===== src/inc/ocpwm_pkg.sv =====
// Constants, field layout and carrier types of the output compare / PWM unit
//
// How it works
// - PWM period is timer_period plus one counts of the time base.
// - Duty values written any time take effect only at the period match.
// - Primary, secondary and period all zero keep the pin low.
// - Secondary above period keeps the pin high the whole time.
// - Time base select: 111 sys, 100 timer1, 011 t5, 010 t4, 001 t3.
// - Fault enable bits 9, 8, 7 arm comparator, pin B and pin A.
// - Hardware sets fault status bits 6, 5, 4 when a fault occurs.
// - Fault enable and status act only in the two PWM modes.
// - With trigger status mode set, a secondary match clears trigger status.
// - Mode 111 center PWM, 110 edge PWM, 000 channel off.
// - Mode 101 starts low, toggles on alternate primary and secondary matches.
// - Mode 100 starts low, one pulse from primary to secondary match.
// - 011 toggles per primary match; 010 starts high, goes low; 001 the reverse.
// - Fault direction bit set forces the pin to output during a fault.
// - Invert bit inverts the polarity driven to the pin.
// - Fine duty delays the falling edge; buffered only in PWM modes.
// - Cascade enable joins this channel and its partner into 32 bits.
// - Trigger select set triggers, clear synchronises; status shows running.
// - Sync source 11111 is this channel, 00000 free running.
package ocpwm_pkg;

   // ****************************************
   // Register map (byte addresses)
   // ****************************************
   localparam logic [7:0] OCPWM_ADDR_CTRL1  = 8'h00;
   localparam logic [7:0] OCPWM_ADDR_CTRL2  = 8'h04;
   localparam logic [7:0] OCPWM_ADDR_PRI    = 8'h08;
   localparam logic [7:0] OCPWM_ADDR_SEC    = 8'h0C;
   localparam logic [7:0] OCPWM_ADDR_PERIOD = 8'h10;
   localparam logic [7:0] OCPWM_ADDR_STATUS = 8'h14;

   localparam logic [15:0] OCPWM_CTRL1_RESET = 16'h0000;
   localparam logic [15:0] OCPWM_CTRL2_RESET = 16'h000C;
   localparam logic [15:0] OCPWM_CTRL1_WMASK = 16'h3FFF;
   localparam logic [15:0] OCPWM_CTRL2_WMASK = 16'hF7FF;

   // ****************************************
   // Field codes
   // ****************************************
   typedef enum logic [2:0] {
      OCPWM_OFF      = 3'h0,
      OCPWM_SGL_HIGH = 3'h1,
      OCPWM_SGL_LOW  = 3'h2,
      OCPWM_SGL_TOG  = 3'h3,
      OCPWM_DBL_ONE  = 3'h4,
      OCPWM_DBL_CONT = 3'h5,
      OCPWM_EDGE     = 3'h6,
      OCPWM_CENTER   = 3'h7
   } ocpwm_mode_t;

   localparam logic [2:0] OCPWM_TB_SYS = 3'h7;
   localparam logic [2:0] OCPWM_TB_T1  = 3'h4;
   localparam logic [2:0] OCPWM_TB_T5  = 3'h3;
   localparam logic [2:0] OCPWM_TB_T4  = 3'h2;
   localparam logic [2:0] OCPWM_TB_T3  = 3'h1;

   localparam logic [4:0] OCPWM_SYNC_NONE = 5'h00;
   localparam logic [4:0] OCPWM_SYNC_SELF = 5'h1F;

   localparam logic [15:0] OCPWM_ZERO16 = 16'h0000;
   localparam logic [15:0] OCPWM_ONE16  = 16'h0001;

   // Fine duty: sys_clk cycles added per step of the fine duty field
   localparam logic [2:0] OCPWM_FINE_STEP = 3'h1;

   // ****************************************
   // Carriers
   // ****************************************
   typedef struct packed {
      logic t5;
      logic t4;
      logic t3;
      logic t1;
   } ocpwm_tick_t;

   typedef struct packed {
      logic       idle_halt;
      logic [2:0] time_base_select;
      logic [2:0] fault_enable;
      logic [2:0] fault_status;
      logic       trigger_status_mode;
      logic [2:0] compare_mode_field;
   } ocpwm_ctrl1_t;

   typedef struct packed {
      logic       fault_mode_select;
      logic       fault_level;
      logic       fault_pin_direction_enable;
      logic       output_invert;
      logic       unused11;
      logic [1:0] fine_duty;
      logic       cascade_enable;
      logic       trigger_sync_select;
      logic       trigger_status;
      logic       output_tristate;
      logic [4:0] sync_source;
   } ocpwm_ctrl2_t;

endpackage


===== src/core/ocpwm_core.sv =====
// Output compare and PWM channel with APB register access
//
// Implementation choices: the placing of the registers and the APB interface to the registers.
`timescale 1ns/1ps
module ocpwm_core
   import ocpwm_pkg::*;
(
   input  wire logic        sys_clk,
   input  wire logic        rst_n,
   input  wire logic        psel,
   input  wire logic        penable,
   input  wire logic        pwrite,
   input  wire logic [7:0]  paddr,
   input  wire logic [31:0] pwdata,
   output logic             pready,
   output logic             pslverr,
   output logic [31:0]      prdata,
   input  wire ocpwm_tick_t timer_tick,
   input  wire logic [31:0] sync_event,
   input  wire logic        cpu_idle,
   input  wire logic        fault_pin_a,
   input  wire logic        fault_pin_b,
   input  wire logic        comparator_fault,
   input  wire logic        cascade_carry_in,
   input  wire logic        cascade_match_in,
   output logic             cascade_carry_out,
   output logic             cascade_match_out,
   output logic             compare_output_pin,
   output logic             compare_output_oe
);

   // ****************************************
   // Registers and APB slave
   // ****************************************
   ocpwm_ctrl1_t ctrl1;
   ocpwm_ctrl2_t ctrl2;
   logic [15:0]  compare_primary;
   logic [15:0]  compare_secondary;
   logic [15:0]  timer_period;
   logic [15:0]  internal_counter;
   logic [15:0]  buf_pri;
   logic [15:0]  buf_sec;
   logic [1:0]   buf_fine;
   logic         cmp_out;
   logic         shot_done;
   logic         pwm_q;
   logic         fault_active;
   logic [2:0]   fine_hold;
   logic         raw_prev;

   function automatic logic addr_ok(input logic [7:0] a);
      addr_ok = (a == OCPWM_ADDR_CTRL1) || (a == OCPWM_ADDR_CTRL2) ||
                (a == OCPWM_ADDR_PRI) || (a == OCPWM_ADDR_SEC) ||
                (a == OCPWM_ADDR_PERIOD) || (a == OCPWM_ADDR_STATUS);
   endfunction

   logic wr_en;
   logic setup;
   logic wr_c1;
   logic wr_c2;
   assign setup = psel && !penable;
   assign wr_en = psel && penable && pready && pwrite && addr_ok(paddr);
   assign wr_c1 = wr_en && (paddr == OCPWM_ADDR_CTRL1);
   assign wr_c2 = wr_en && (paddr == OCPWM_ADDR_CTRL2);
   // Read data is captured in the setup cycle, so every access takes one wait-free phase
   assign pready  = 1'b1;
   assign pslverr = psel && penable && !addr_ok(paddr);

   always_ff @(posedge sys_clk or negedge rst_n) begin
      if (!rst_n) begin
         prdata <= 32'h0000_0000;
      end else if (setup && !pwrite) begin
         case (paddr)
            OCPWM_ADDR_CTRL1:  prdata <= {16'h0000, 2'b00, ctrl1};
            OCPWM_ADDR_CTRL2:  prdata <= {16'h0000, ctrl2 & OCPWM_CTRL2_WMASK};
            OCPWM_ADDR_PRI:    prdata <= {16'h0000, compare_primary};
            OCPWM_ADDR_SEC:    prdata <= {16'h0000, compare_secondary};
            OCPWM_ADDR_PERIOD: prdata <= {16'h0000, timer_period};
            OCPWM_ADDR_STATUS: prdata <= {13'h0000, fault_active, compare_output_pin,
                                          compare_output_oe, internal_counter};
            default:           prdata <= 32'h0000_0000;
         endcase
      end
   end

   // ****************************************
   // Mode decode and time base
   // ****************************************
   ocpwm_mode_t mode;
   logic pwm_mode;
   logic tick_sel;
   logic trig_mode;
   logic running;
   logic adv;
   logic src_evt;
   logic sync_clr;
   logic period_match;
   logic pri_match;
   logic sec_match;
   logic cnt_eq_pri;
   logic cnt_eq_sec;

   assign mode     = ocpwm_mode_t'(ctrl1.compare_mode_field);
   assign pwm_mode = (mode == OCPWM_EDGE) || (mode == OCPWM_CENTER);

   always_comb begin
      case (ctrl1.time_base_select)
         OCPWM_TB_SYS: tick_sel = 1'b1;
         OCPWM_TB_T1:  tick_sel = timer_tick.t1;
         OCPWM_TB_T5:  tick_sel = timer_tick.t5;
         OCPWM_TB_T4:  tick_sel = timer_tick.t4;
         OCPWM_TB_T3:  tick_sel = timer_tick.t3;
         default:      tick_sel = 1'b0;
      endcase
   end

   assign trig_mode = ctrl2.trigger_sync_select && (ctrl2.sync_source != OCPWM_SYNC_NONE);
   // Counter is held clear until triggered; disabled channel does not count
   assign running = (mode != OCPWM_OFF) && (!trig_mode || ctrl2.trigger_status);
   // High half of a cascaded pair advances on the low half's wrap
   assign adv = running && !(ctrl1.idle_halt && cpu_idle) &&
                (ctrl2.cascade_enable ? cascade_carry_in : tick_sel);

   assign period_match = adv && (internal_counter == timer_period);
   // Self selection resolves to the period match; sync_event[31] is not used
   assign src_evt = (ctrl2.sync_source == OCPWM_SYNC_SELF) ? period_match
                                                            : sync_event[ctrl2.sync_source];
   assign sync_clr = !ctrl2.trigger_sync_select &&
                     (ctrl2.sync_source != OCPWM_SYNC_NONE) && src_evt;

   assign cnt_eq_pri = (internal_counter == (pwm_mode ? buf_pri : compare_primary));
   assign cnt_eq_sec = (internal_counter == (pwm_mode ? buf_sec : compare_secondary));
   assign cascade_match_out = cnt_eq_pri || cnt_eq_sec;
   assign cascade_carry_out = period_match;
   // In cascade the high half only fires when the low half matches too
   assign pri_match = adv && cnt_eq_pri && (!ctrl2.cascade_enable || cascade_match_in);
   assign sec_match = adv && cnt_eq_sec && (!ctrl2.cascade_enable || cascade_match_in);

   always_ff @(posedge sys_clk or negedge rst_n) begin
      if (!rst_n) begin
         internal_counter <= OCPWM_ZERO16;
      end else if (sync_clr || period_match || mode == OCPWM_OFF ||
                   (trig_mode && !ctrl2.trigger_status)) begin
         // Untriggered counter is held clear, so a trigger always starts from zero
         internal_counter <= OCPWM_ZERO16;
      end else if (adv) begin
         internal_counter <= internal_counter + OCPWM_ONE16;
      end
   end

   // ****************************************
   // Control registers
   // ****************************************
   logic [2:0] fault_src;
   logic [2:0] next_fstat;
   logic       next_trig;
   assign fault_src = ctrl1.fault_enable & {comparator_fault, fault_pin_b, fault_pin_a};

   always_comb begin
      next_fstat = ctrl1.fault_status;
      if (wr_c1) begin
         next_fstat = next_fstat & pwdata[6:4];
      end
      if (pwm_mode) begin
         next_fstat = next_fstat | fault_src;
      end
   end

   always_comb begin
      next_trig = ctrl2.trigger_status;
      if (wr_c2) begin
         next_trig = pwdata[6];
      end
      if (ctrl1.trigger_status_mode && sec_match) begin
         next_trig = 1'b0;
      end
      if (trig_mode && src_evt) begin
         next_trig = 1'b1;
      end
   end

   always_ff @(posedge sys_clk or negedge rst_n) begin
      if (!rst_n) begin
         ctrl1 <= ocpwm_ctrl1_t'(OCPWM_CTRL1_RESET[13:0]);
         ctrl2 <= ocpwm_ctrl2_t'(OCPWM_CTRL2_RESET);
      end else begin
         if (wr_c1) begin
            ctrl1 <= ocpwm_ctrl1_t'(pwdata[13:0] & OCPWM_CTRL1_WMASK[13:0]);
         end
         ctrl1.fault_status <= next_fstat;
         if (wr_c2) begin
            ctrl2 <= ocpwm_ctrl2_t'(pwdata[15:0] & OCPWM_CTRL2_WMASK);
         end
         ctrl2.trigger_status <= next_trig;
      end
   end

   always_ff @(posedge sys_clk or negedge rst_n) begin
      if (!rst_n) begin
         compare_primary   <= OCPWM_ZERO16;
         compare_secondary <= OCPWM_ZERO16;
         timer_period      <= OCPWM_ZERO16;
      end else if (wr_en) begin
         if (paddr == OCPWM_ADDR_PRI) begin
            compare_primary <= pwdata[15:0];
         end
         if (paddr == OCPWM_ADDR_SEC) begin
            compare_secondary <= pwdata[15:0];
         end
         if (paddr == OCPWM_ADDR_PERIOD) begin
            timer_period <= pwdata[15:0];
         end
      end
   end

   // Duty buffers follow the live values outside PWM, load at period end inside it
   always_ff @(posedge sys_clk or negedge rst_n) begin
      if (!rst_n) begin
         buf_pri  <= OCPWM_ZERO16;
         buf_sec  <= OCPWM_ZERO16;
         buf_fine <= 2'b00;
      end else if (!pwm_mode || period_match) begin
         buf_pri  <= compare_primary;
         buf_sec  <= compare_secondary;
         buf_fine <= ctrl2.fine_duty;
      end
   end

   // ****************************************
   // Compare modes
   // ****************************************
   always_ff @(posedge sys_clk or negedge rst_n) begin
      if (!rst_n) begin
         cmp_out   <= 1'b0;
         shot_done <= 1'b0;
      end else if (wr_c1) begin
         // Rewriting control one re-arms a single shot
         cmp_out   <= (pwdata[2:0] == OCPWM_SGL_LOW);
         shot_done <= 1'b0;
      end else begin
         case (mode)
            OCPWM_SGL_HIGH: if (pri_match && !shot_done) begin
               cmp_out   <= 1'b1;
               shot_done <= 1'b1;
            end
            OCPWM_SGL_LOW: if (pri_match && !shot_done) begin
               cmp_out   <= 1'b0;
               shot_done <= 1'b1;
            end
            OCPWM_SGL_TOG: if (pri_match) begin
               cmp_out <= !cmp_out;
            end
            OCPWM_DBL_ONE: begin
               if (pri_match && !cmp_out && !shot_done) begin
                  cmp_out <= 1'b1;
               end else if (sec_match && cmp_out) begin
                  cmp_out   <= 1'b0;
                  shot_done <= 1'b1;
               end
            end
            OCPWM_DBL_CONT: begin
               if (pri_match && !cmp_out) begin
                  cmp_out <= 1'b1;
               end else if (sec_match && cmp_out) begin
                  cmp_out <= 1'b0;
               end
            end
            default: cmp_out <= 1'b0;
         endcase
      end
   end

   // ****************************************
   // PWM and fine falling-edge delay
   // ****************************************
   logic pwm_raw;
   always_comb begin
      if (buf_sec > timer_period) begin
         pwm_raw = 1'b1;
      end else if (mode == OCPWM_CENTER) begin
         pwm_raw = (internal_counter >= buf_pri) && (internal_counter < buf_sec);
      end else begin
         pwm_raw = (internal_counter < buf_sec);
      end
   end

   always_ff @(posedge sys_clk or negedge rst_n) begin
      if (!rst_n) begin
         raw_prev  <= 1'b0;
         fine_hold <= 3'h0;
      end else begin
         raw_prev <= pwm_raw && pwm_mode;
         if (raw_prev && !(pwm_raw && pwm_mode) && buf_fine != 2'b00) begin
            fine_hold <= OCPWM_FINE_STEP * {1'b0, buf_fine};
         end else if (fine_hold != 3'h0) begin
            fine_hold <= fine_hold - 3'h1;
         end
      end
   end

   always_ff @(posedge sys_clk or negedge rst_n) begin
      if (!rst_n) begin
         pwm_q <= 1'b0;
      end else begin
         pwm_q <= pwm_mode && (pwm_raw || (raw_prev && buf_fine != 2'b00) ||
                              fine_hold > 3'h1);
      end
   end

   // ****************************************
   // Fault handling and pin drive
   // ****************************************
   always_ff @(posedge sys_clk or negedge rst_n) begin
      if (!rst_n) begin
         fault_active <= 1'b0;
      end else if (!pwm_mode) begin
         fault_active <= 1'b0;
      end else if (fault_src != 3'b000) begin
         fault_active <= 1'b1;
      end else if (ctrl2.fault_mode_select) begin
         if (ctrl1.fault_status == 3'b000) begin
            fault_active <= 1'b0;
         end
      end else if (period_match) begin
         fault_active <= 1'b0;
      end
   end

   logic next_pin;
   logic next_oe;
   always_comb begin
      if (mode == OCPWM_OFF) begin
         next_pin = 1'b0;
      end else if (pwm_mode) begin
         next_pin = fault_active ? ctrl2.fault_level : pwm_q;
      end else begin
         next_pin = cmp_out;
      end
      next_pin = next_pin ^ ctrl2.output_invert;
      next_oe  = !ctrl2.output_tristate ||
                 (fault_active && ctrl2.fault_pin_direction_enable);
   end

   always_ff @(posedge sys_clk or negedge rst_n) begin
      if (!rst_n) begin
         compare_output_pin <= 1'b0;
         compare_output_oe  <= 1'b0;
      end else begin
         compare_output_pin <= next_pin;
         compare_output_oe  <= next_oe;
      end
   end
endmodule


===== config.mk =====
export PLATFORM = sky130hd
export DESIGN_NAME = ocpwm_core
export DESIGN_NICKNAME = d
export VERILOG_FILES = /design/src/inc/ocpwm_pkg.sv /design/src/core/ocpwm_core.sv
export SDC_FILE = /design/constraint.sdc
export NUM_CORES = 1
export LEC_CHECK = 0
export ABC_AREA = 0
export CAP_MARGIN = 10
export CORE_UTILIZATION = 33
export CTS_CLUSTER_DIAMETER = 80
export DETAILED_ROUTE_END_ITERATION = 10
export DONT_BUFFER_PORTS = 1
export HOLD_SLACK_MARGIN = 0.02
export PLACE_DENSITY_LB_ADDON = 0.25
export SLEW_MARGIN = 20
export SYNTH_ARGS = -nofsm -noshare
export SYNTH_HDL_FRONTEND = slang
export SYNTH_SLANG_ARGS = --single-unit
export TNS_END_PERCENT = 5

===== constraint.sdc =====
create_clock -name sys_clk -period 5.22 [get_ports sys_clk]
set_input_delay 0.783 -clock sys_clk [delete_from_list [all_inputs] [get_ports sys_clk]]
set_output_delay 0.783 -clock sys_clk [all_outputs]
set_load 0.005 [all_outputs]

### Yosys cells after proc, flatten, opt, wreduce, memory -nomap -nowiden

Index checks and enable logic that the tools add are counted.

| cells by class | value |
|---|---|
| add/sub/neg operators | 2 |
| magnitude comparators | 5 |
| eq/ne operators | 30 |
| mux-type cells | 39 |
| bitwise gates (word level) | 4 |
| reduce and logical (&&, ||, !) cells | 82 |

Operator list:

| cell | number |
|---|---|
| case mux 19 bit (6 select lines) | 1 |
| two-way mux 16 bit | 4 |
| equality test 16 bit | 3 |
| logical AND 1 bit | 34 |
| two-way mux 1 bit | 26 |
| equality test 3 bit (second input constant) | 6 |
| adder 16 x 1 -> 16 bit (second input constant) | 1 |
| equality test 8 x 4 -> 1 bit (second input constant) | 2 |
| equality test 8 x 5 -> 1 bit (second input constant) | 2 |
| greater-or-equal comparator 16 bit | 1 |
| > comparator 16 bit | 1 |
| logical OR 1 bit | 16 |
| < comparator 16 bit | 1 |
| equality test 3 x 2 -> 1 bit (second input constant) | 5 |
| != test 3 bit (second input constant) | 5 |
| nonzero test 3 bit | 5 |
| zero test 1 bit | 13 |
| two-way mux 3 bit | 4 |
| case mux 1 bit (5 select lines) | 2 |
| equality test 8 x 3 -> 1 bit (second input constant) | 1 |
| zero test 8 bit | 1 |
| != test 4 x 2 -> 1 bit (second input constant) | 2 |
| AND reduction 2 bit | 4 |
| AND 3 bit | 2 |
| 16 further kinds | 20 |

| storage, ports and cells | value |
|---|---|
| flip-flop bits (word level) | 169 |
| input port bits | 87 |
| output and inout port bits | 38 |
| word-level logic and storage cells | 194 |

### Longest topological paths before layout

Gate-level depths: netlist of the first run.

| depth | value |
|---|---|
| depth in word-level cells | 14 |
| gate-level depth with buffers | 10 |
| gate-level depth less buffers | 9 |

### Worst setup path before layout of the first run

Ideal clock, no wire load.

| path | value |
|---|---|
| path type | input-to-output |
| from | input timer_tick[1] in the netlist's numbering |
| to | output cascade_carry_out |
| arrival time | 2.312 ns |
| required time | 4.437 ns |
| slack | 2.125 ns |
| stages | 5 |
| path buffers | 0 |
| cell sequence | nand2b_1 -> mux4_2 -> a211o_1 -> or4_4 -> inv_1 |

| on the way | value |
|---|---|
| word-level cells in the longest chain between the ends | 4 |

Ends and longest elaborated chain:

| what | line | text |
|---|---|---|
| from (decl) | ocpwm_core.sv:18 | `input wire ocpwm_tick_t timer_tick,` |
| case mux 1 bit (5 select lines) | ocpwm_core.sv:107 | `case (ctrl1.time_base_select)` |
| two-way mux 1 bit | ocpwm_core.sv:122 | `(ctrl2.cascade_enable ? cascade_carry_in : tick_sel);` |
| logical AND 1 bit | ocpwm_core.sv:121 | `assign adv = running && !(ctrl1.idle_halt && cpu_idle) &&` |
| logical AND 1 bit | ocpwm_core.sv:124 | `assign period_match = adv && (internal_counter == timer_period);` |
| to (decl) | ocpwm_core.sv:26 | `output logic cascade_carry_out,` |

No other way between the ends.

### Final worst setup path of the first run

| path | value |
|---|---|
| from | register ctrl1 (netlist bit mode[2]) |
| to | output cascade_match_out |

| on the way | value |
|---|---|
| word-level cells in the longest chain between the ends | 5 |
| elaborated cells between the ends (all ways) | 8 |
| those cells by class | eq/ne (4); mux (2); reduce/logical (2) |

Ends and longest elaborated chain:

| what | line | text |
|---|---|---|
| from (decl) | ocpwm_core.sv:35 | `ocpwm_ctrl1_t ctrl1;` |
| from (signal assigned) | ocpwm_core.sv:184 | `ctrl1 <= ocpwm_ctrl1_t'(OCPWM_CTRL1_RESET[13:0]);` |
| from (signal assigned) | ocpwm_core.sv:188 | `ctrl1 <= ocpwm_ctrl1_t'(pwdata[13:0] & OCPWM_CTRL1_WMASK[13:0]);` |
| equality test 3 bit | ocpwm_core.sv:104 | `assign pwm_mode = (mode == OCPWM_EDGE) \|\| (mode == OCPWM_CENTER);` |
| logical OR 1 bit (*) | ocpwm_core.sv:104 |  |
| two-way mux 16 bit (on tied branches) | ocpwm_core.sv:131, ocpwm_core.sv:132 |  |
| equality test 16 bit (on tied branches) | ocpwm_core.sv:131, ocpwm_core.sv:132 |  |
| logical OR 1 bit (*) | ocpwm_core.sv:133 | `assign cascade_match_out = cnt_eq_pri \|\| cnt_eq_sec;` |
| to (decl) | ocpwm_core.sv:27 | `output logic cascade_match_out,` |

Mark *: on every way between the ends. The rest lies on a longest branch, timed or not.

==> reports/metrics.cfg, run 1 <==
[run_status]
status=finished, final reports clean

[sta]
max_slew_margin_pct=26.5
hold_violations=0
final-max-slew-violation-count=0
final.setup.worst_slack_ps=957
rsz_0062_raised_after_global_routing=no
fin_setup_tns_ps=0
finalCritPeriodShare_pct=81.7
timing.fmax_mhz=235
setup_viol=0
fin_skew_ps=12.1
timing.final.crit_period_ps=4260
worst-slew-pin-transition_ps=1100

[place]
place.port_buffers=0
gp_congestion=0.931
preCtsSetupSlack_ps=1480
place_area_um2=10100
hpwl_um=22900

[yosys]
synth_top_area_cell=sky130_fd_sc_hd__dfrtp_1
number_of_enable_flip_flop_cells_after_synthesis=0
mappedNetlistArea_um2=9820
netlist.area_leader.share_pct=39.2
post_synth_main_area_contributors=sky130_fd_sc_hd__dfrtp_1 (39%), sky130_fd_sc_hd__mux2_2 (6.8%), sky130_fd_sc_hd__ha_1 (6.5%)
yosysMostFrequentCell=sky130_fd_sc_hd__dfrtp_1
synth_commonest_cells=sky130_fd_sc_hd__dfrtp_1 (154), sky130_fd_sc_hd__nand2_1 (140), sky130_fd_sc_hd__inv_1 (74), sky130_fd_sc_hd__mux2_2 (59), sky130_fd_sc_hd__ha_1 (51)
synth_seq_cells=156
post_synth_num_cell_types=73
postSynthCellCount=1038
synth.yosys.seq_area_share_pct=39.8
synth.avg_cell_area_um2=9.46
most_used_dff_post_synth=sky130_fd_sc_hd__dfrtp_1
synth_async_sr_flop_share_pct=100
yosysWarnings=0

[worst_setup_path]
critPathSlowestCell=sky130_fd_sc_hd__dfrtp_1
cp_max_fo=16
worst-path-buf-inv=0
crit_required_ps=4440
slowest_delay_ps=740
criticalPathCategory=register to primary output
critical-path-top-delay-family=simple AND/OR/NAND/NOR gates
ordered_cell_list_for_the_critical_path=and2_1 -> mux2_2 -> a222oi_1 -> nand3_1 -> nor4bb_1 -> nand2_1 -> o21ai_0
kind_of_end_point_of_the_critical_path=primary output
crit_arrival_ps=3480
startpoint_type=register

[layout]
finalCoreUtilization_pct=36.8
count_of_inserted_antenna_diode_cells=0
nets=1144
area_growth_pct=8.59
post_route_cells_drive_above_1_share_pct=13.1
final_cell_area_um2=10700

[cts]
clk-insertion-delay-late_ps=430
clock_buffers_created_by_tritoncts=17
clock_sinks=156
cts_root_buffer=sky130_fd_sc_hd__clkbuf_16
clockBufferDepth=2
clk_slew_on_worst_s_h_paths_ps=70
clock_tree_from_tritoncts=done
resized_gates_after_cts=0
cts_hold_buffers=0
post-cts-setup-buffers=0
htreeDepth=4

[hold_path]
min_delay_path_class=input pin to asynchronous set/reset pin

[drt]
final_antenna_net_count=0
totalWireLength_um=31300
post_drt_via_cell_ratio=5.60
routed_wire_length_per_instance_um=22.3
drc=0
routed_vias=7852
drt_first_iter_violations=791
drtPass1Iterations=8

[grt]
grt_start_max_net_pins=157
grt_util_all_layers_pct=20.9
via_count_of_the_first_global_routing_pass=7543
grt_overflow=0
antenna_found_initial=0
grt_first_pass_wirelength_um=48000

[power]
psw_uw=781
ir_worst_vdd_uv=226
seq_power_share_pct=45.9
clock_power_share_pct=45.9
cellInternalPower_mw=2.03
power_density_nw_per_um2=263
fin_total_pwr_mw=2.81
power_switching_share_pct=27.8
power.static_leakage_nw=4.75
power.combinational.fraction_pct=8.2

[floorplanning]
die_w_um=175
initial_utilization_pct=33.9
die_y_um=175
floorplan.core_area_um2=29000
rows=62
design.die.area_um2=30500
ioPinCount=125

[flow_run]
maxCapViolations=0

## layout make-up
type	count	area, um2
Clock buffer	17	425
Clock inverter	15	175
Fill cell	2957	18300
Inverter	74	278
Multi-Input combinational cell	747	5330
Sequential cell	156	3910
Tap cell	384	480
Timing Repair Buffer	10	75.1
## worst reg2reg max path: stages (launching register included)
cell	delay, ps
sky130_fd_sc_hd__dfrtp_1	440
sky130_fd_sc_hd__nand2b_1	160
sky130_fd_sc_hd__mux4_2	540
sky130_fd_sc_hd__a211o_1	480
sky130_fd_sc_hd__or4_4	660
sky130_fd_sc_hd__nand2_2	630
sky130_fd_sc_hd__buf_4	330
sky130_fd_sc_hd__nand2_1	130
sky130_fd_sc_hd__o21ai_2	90
## power by group through the flow
stage | logic, mW | clock network [mW] | registers [mW]
floorplan | 0.198 | 0 | 1.29
global placement | 0.224 | 0 | 1.31
detailed placement | 0.227 | 0 | 1.31
CTS | 0.229 | 1.31 | 1.29
global route | 0.264 | 1.36 | 1.30
finish | 0.230 | 1.29 | 1.29
## kinds of logic after synthesis
kind of cell | after synthesis | synth area share [%]
compound gates | 229 | 16.4
buf+inv | 147 | 6.71
simple gates | 314 | 15.5
fa+ha+maj | 51 | 6.50
other cells | 2 | 0.0765
mux | 84 | 10.2
xor+xnor | 55 | 4.90
flops | 156 | 39.8
## routing by layer
metal	up-vias	track usage [%]	part of all wire [%]
met2	304	31.8	45
met3	41	4.48	7.2
met5	-	0	0
met4	0	6.30	2.3
li1	3640	-	-
met1	3867	29.6	46
## flip-flops by register name, indices dropped and copies added, names as in the netlist, 3 cells and up
name               count
fine_hold              3
compare_primary       16
timer_period          16
ctrl2                 15
buf_sec               16
compare_secondary     16
buf_pri               16
mode                   3
internal_counter      16
prdata                19
ctrl1                 11
## placed cells by master (no fill, tap or decap), drive strengths merged, types with 3 or more instances in the layout
master	instances
o21ai	75
or3	6
conb	14
a21oi	33
nor2	45
a211oi	9
and2	5
inv	83
dfrtp	154
a221o	5
a221oi	7
a22oi	7
mux2	65
nor2b	17
o211ai	5
o221ai	6
o21a	5
nor4	14
a21o	10
o31ai	6
and3	7
or4	6
a31oi	7
xor2	22
nand2b	12
xnor2	33
ha	51
mux4	6
o22ai	4
clkinv	3
nand3	27
a32oi	3
buf	10
mux2i	13
nand4	16
and4	4
clkbuf	17
nand2	141
a222oi	25
nor3	4
## stage by stage
stage / hold slack [ps] / instances
final: 57.1 / 1403
after global routing: 32.2 / 1403
after CTS: 39.3 / 1403
after detailed placement: 474 / 1371
after global placement: 476 / 1371
after floorplan: 420 / 1050
## worst paths after layout
kind | slack (ps) | cells past startpoint | start | endpoint
worst max-delay path | 960 | 7 | mode[2]$_DFFE_PN0P_ | cascade_match_out
worst min-delay path | 60 | 0 | rst_n | fine_hold[1]$_DFFE_PN0P_
worst max register to register | 1690 | 8 | ctrl1[12]$_DFFE_PN0P_ | buf_pri[11]$_DFFE_PN0P_
worst min register to register | 480 | 1 | ctrl2[5]$_DFFE_PN0P_ | compare_output_oe$_DFF_PN0_
max in group asynchronous | 4720 | 0 | rst_n | buf_sec[0]$_DFFE_PN0P_
min in group sys_clk | 450 | 2 | pwdata[8] | ctrl1[8]$_DFFE_PN0P_
Power figures use the tool's default switching activity.
==> run 2: changes to the inputs <==
==> constraint.sdc (replaced) <==
create_clock -name sys_clk -period 4.3 [get_ports sys_clk]
set_input_delay 0.645 -clock sys_clk [delete_from_list [all_inputs] [get_ports sys_clk]]
set_output_delay 0.645 -clock sys_clk [all_outputs]
set_load 0.005 [all_outputs]
==> reports/metrics.cfg, run 2 (synthesis gave the netlist of run 1 again) <==
[layout]
post_route_cells_drive_above_1_share_pct=13.7  ; was 13.1%
layout.cells.most_common_list=sky130_fd_sc_hd__dfrtp_1 (154), sky130_fd_sc_hd__nand2_1 (140), sky130_fd_sc_hd__inv_1 (74)  ; unchanged
nets=1154  ; was 1144
count_of_inserted_antenna_diode_cells=0  ; unchanged
multi_input_comb_area_um2=5330  ; unchanged
finalCoreUtilization_pct=37.0  ; was 36.8%
num-fill-cells=3007  ; was 2957
largest-register=prdata  ; unchanged
area_growth_pct=9.15  ; was 8.59%
layout.area.seq_um2=3910  ; unchanged
largest_reg_flops=19  ; unchanged
final_common_cell=sky130_fd_sc_hd__dfrtp_1  ; unchanged

[cts]
htreeDepth=4  ; unchanged
resized_gates_after_cts=0  ; unchanged
clock_sinks=156  ; unchanged
clk_slew_on_worst_s_h_paths_ps=60  ; was 70 ps
clockBufferDepth=2  ; unchanged
clk-insertion-delay-late_ps=450  ; was 430 ps
clock_buffers_created_by_tritoncts=17  ; unchanged
cts_root_buffer=sky130_fd_sc_hd__clkbuf_16  ; unchanged
clock_tree_from_tritoncts=done  ; unchanged

[sta]
rsz_0062_raised_after_global_routing=no  ; unchanged
max_slew_margin_pct=34.4  ; was 26.5%
final-max-slew-violation-count=0  ; unchanged
timing.final.crit_period_ps=3980
fin_setup_tns_ps=0  ; unchanged
worst-slew-pin-transition_ps=979  ; was 1100 ps
hold_slack_ps=49.5  ; was 57.1 ps
setup_viol=0  ; unchanged
final.setup.worst_slack_ps=320  ; was 957 ps
fin_skew_ps=13.4  ; was 12.1 ps
timing.fmax_mhz=251
hold_violations=0  ; unchanged
finalCritPeriodShare_pct=92.6

[drt]
routed_wire_length_per_instance_um=22.7  ; was 22.3 um
totalWireLength_um=32100  ; was 31300 um
drc=0  ; unchanged
drt_first_iter_violations=930  ; was 791
drtPass1Iterations=7  ; was 8
final_antenna_net_count=0  ; unchanged
post_drt_via_cell_ratio=5.63  ; was 5.60
routed_vias=7956  ; was 7852

[worst_setup_path]
cp_max_fo=16  ; unchanged
startpoint_type=register  ; unchanged
critPathLaunch=mode[2]$_DFFE_PN0P_  ; unchanged
criticalPathCategory=register to primary output  ; unchanged
kind_of_end_point_of_the_critical_path=primary output  ; unchanged
rr_startpoint=ctrl1[12]$_DFFE_PN0P_  ; unchanged
crit_required_ps=3650  ; was 4440 ps
crit_arrival_ps=3340  ; was 3480 ps

[place]
preCtsSetupSlack_ps=847  ; was 1480 ps
place.port_buffers=0  ; unchanged
gp_congestion=0.971  ; was 0.931
hpwl_um=23300  ; was 22900 um

[floorplanning]
die_y_um=175  ; unchanged
floorplan.core_area_um2=29000  ; unchanged
design.die.area_um2=30500  ; unchanged
ioPinCount=125  ; unchanged
rows=62  ; unchanged
die_w_um=175  ; unchanged
initial_utilization_pct=33.9  ; unchanged

[power]
power_density_nw_per_um2=315  ; was 263 nW/um2
cellInternalPower_mw=2.45  ; was 2.03 mW
power.combinational.fraction_pct=9.4  ; was 8.2%
power.static_leakage_nw=4.78  ; was 4.75 nW
power_switching_share_pct=27.2  ; was 27.8%
seq_power_share_pct=46.5  ; was 45.9%
psw_uw=918  ; was 781 uW
ir_worst_vdd_uv=214  ; was 226 uV
clock_power_share_pct=44.1  ; was 45.9%
fin_total_pwr_mw=3.37  ; was 2.81 mW

[grt]
grt_util_all_layers_pct=21.5  ; was 20.9%
grt_first_pass_wirelength_um=48800  ; was 48000 um
grt_overflow=0  ; unchanged
antenna_found_initial=0  ; unchanged
grt_start_max_net_pins=155  ; was 157
via_count_of_the_first_global_routing_pass=7669  ; was 7543

[flow_run]
maxCapViolations=0  ; unchanged

[hold_path]
min_delay_path_class=input pin to asynchronous set/reset pin  ; unchanged

[run_status]
status=finished, final reports clean  ; unchanged

==> run 2: final cells by class <==
| cell class | count | area share (%) |
|---|---|---|
| clock buffer | 20 | 4.17 |
| clock inverter | 12 | 1.06 |
| multi-input combinational | 747 | 49.7 |
| sequential | 156 | 36.4 |
| tap | 384 | 4.48 |
| timing repair buffer | 20 | 1.59 |
| inverter | 74 | 2.59 |
==> run 2: critical path, stage by stage (launching register included) <==
cell and delay [ps]:
sky130_fd_sc_hd__dfrtp_1 710, sky130_fd_sc_hd__and2_1 650, sky130_fd_sc_hd__mux2_2 410, sky130_fd_sc_hd__a222oi_1 240
sky130_fd_sc_hd__nand3_1 160, sky130_fd_sc_hd__nor4bb_1 310, sky130_fd_sc_hd__buf_4 190, sky130_fd_sc_hd__nand2_1 60
sky130_fd_sc_hd__o21ai_0 180
==> run 2: timing repair <==
action / in CTS / in global routing
buffers inserted: 0 / 0
hold buffers: 1 / 0
endpoints found under the hold margin: 154 / 0
==> run 2: power groups by stage <==
stage               registers (mW)  logic [mW]  clock network [mW]
CTS                           1.57       0.318                1.51
global route                  1.57       0.363                1.56
floorplan                     1.56       0.240                   0
finish                        1.57       0.317                1.49
detailed placement            1.59       0.283                   0
global placement              1.59       0.280                   0
==> run 2: final timing paths <==
kind	endpoint	slack, ps	cells after the start
max in group asynchronous	timer_period[3]$_DFFE_PN0P_	3450	1
worst max register to register	buf_pri[11]$_DFFE_PN0P_	1020	8
worst min register to register	compare_output_oe$_DFF_PN0_	480	1
worst min-delay path	ctrl2[2]$_DFFE_PN1P_	50	0
min in group sys_clk	ctrl1[12]$_DFFE_PN0P_	300	2
worst max-delay path	cascade_match_out	320	8
==> run 2: routing by layer <==
metal | wire length, um | up-vias | global-route usage (%) | share of wire, %
li1 | - | 3673 | - | -
met1 | 14800 | 3972 | 30.0 | 46
met2 | 14300 | 269 | 32.9 | 45
met3 | 2120 | 42 | 4.66 | 6.6
met4 | 809 | 0 | 7.21 | 2.5
met5 | 0 | - | 0 | 0
==> run 2: through the flow <==
step                      instance area [um2]  std cells
after floorplan                          9870       1050
after global routing                    10700       1413
after CTS                               10700       1413
after global placement                  10100       1380
after detailed placement                10100       1380
final                                   10700       1413
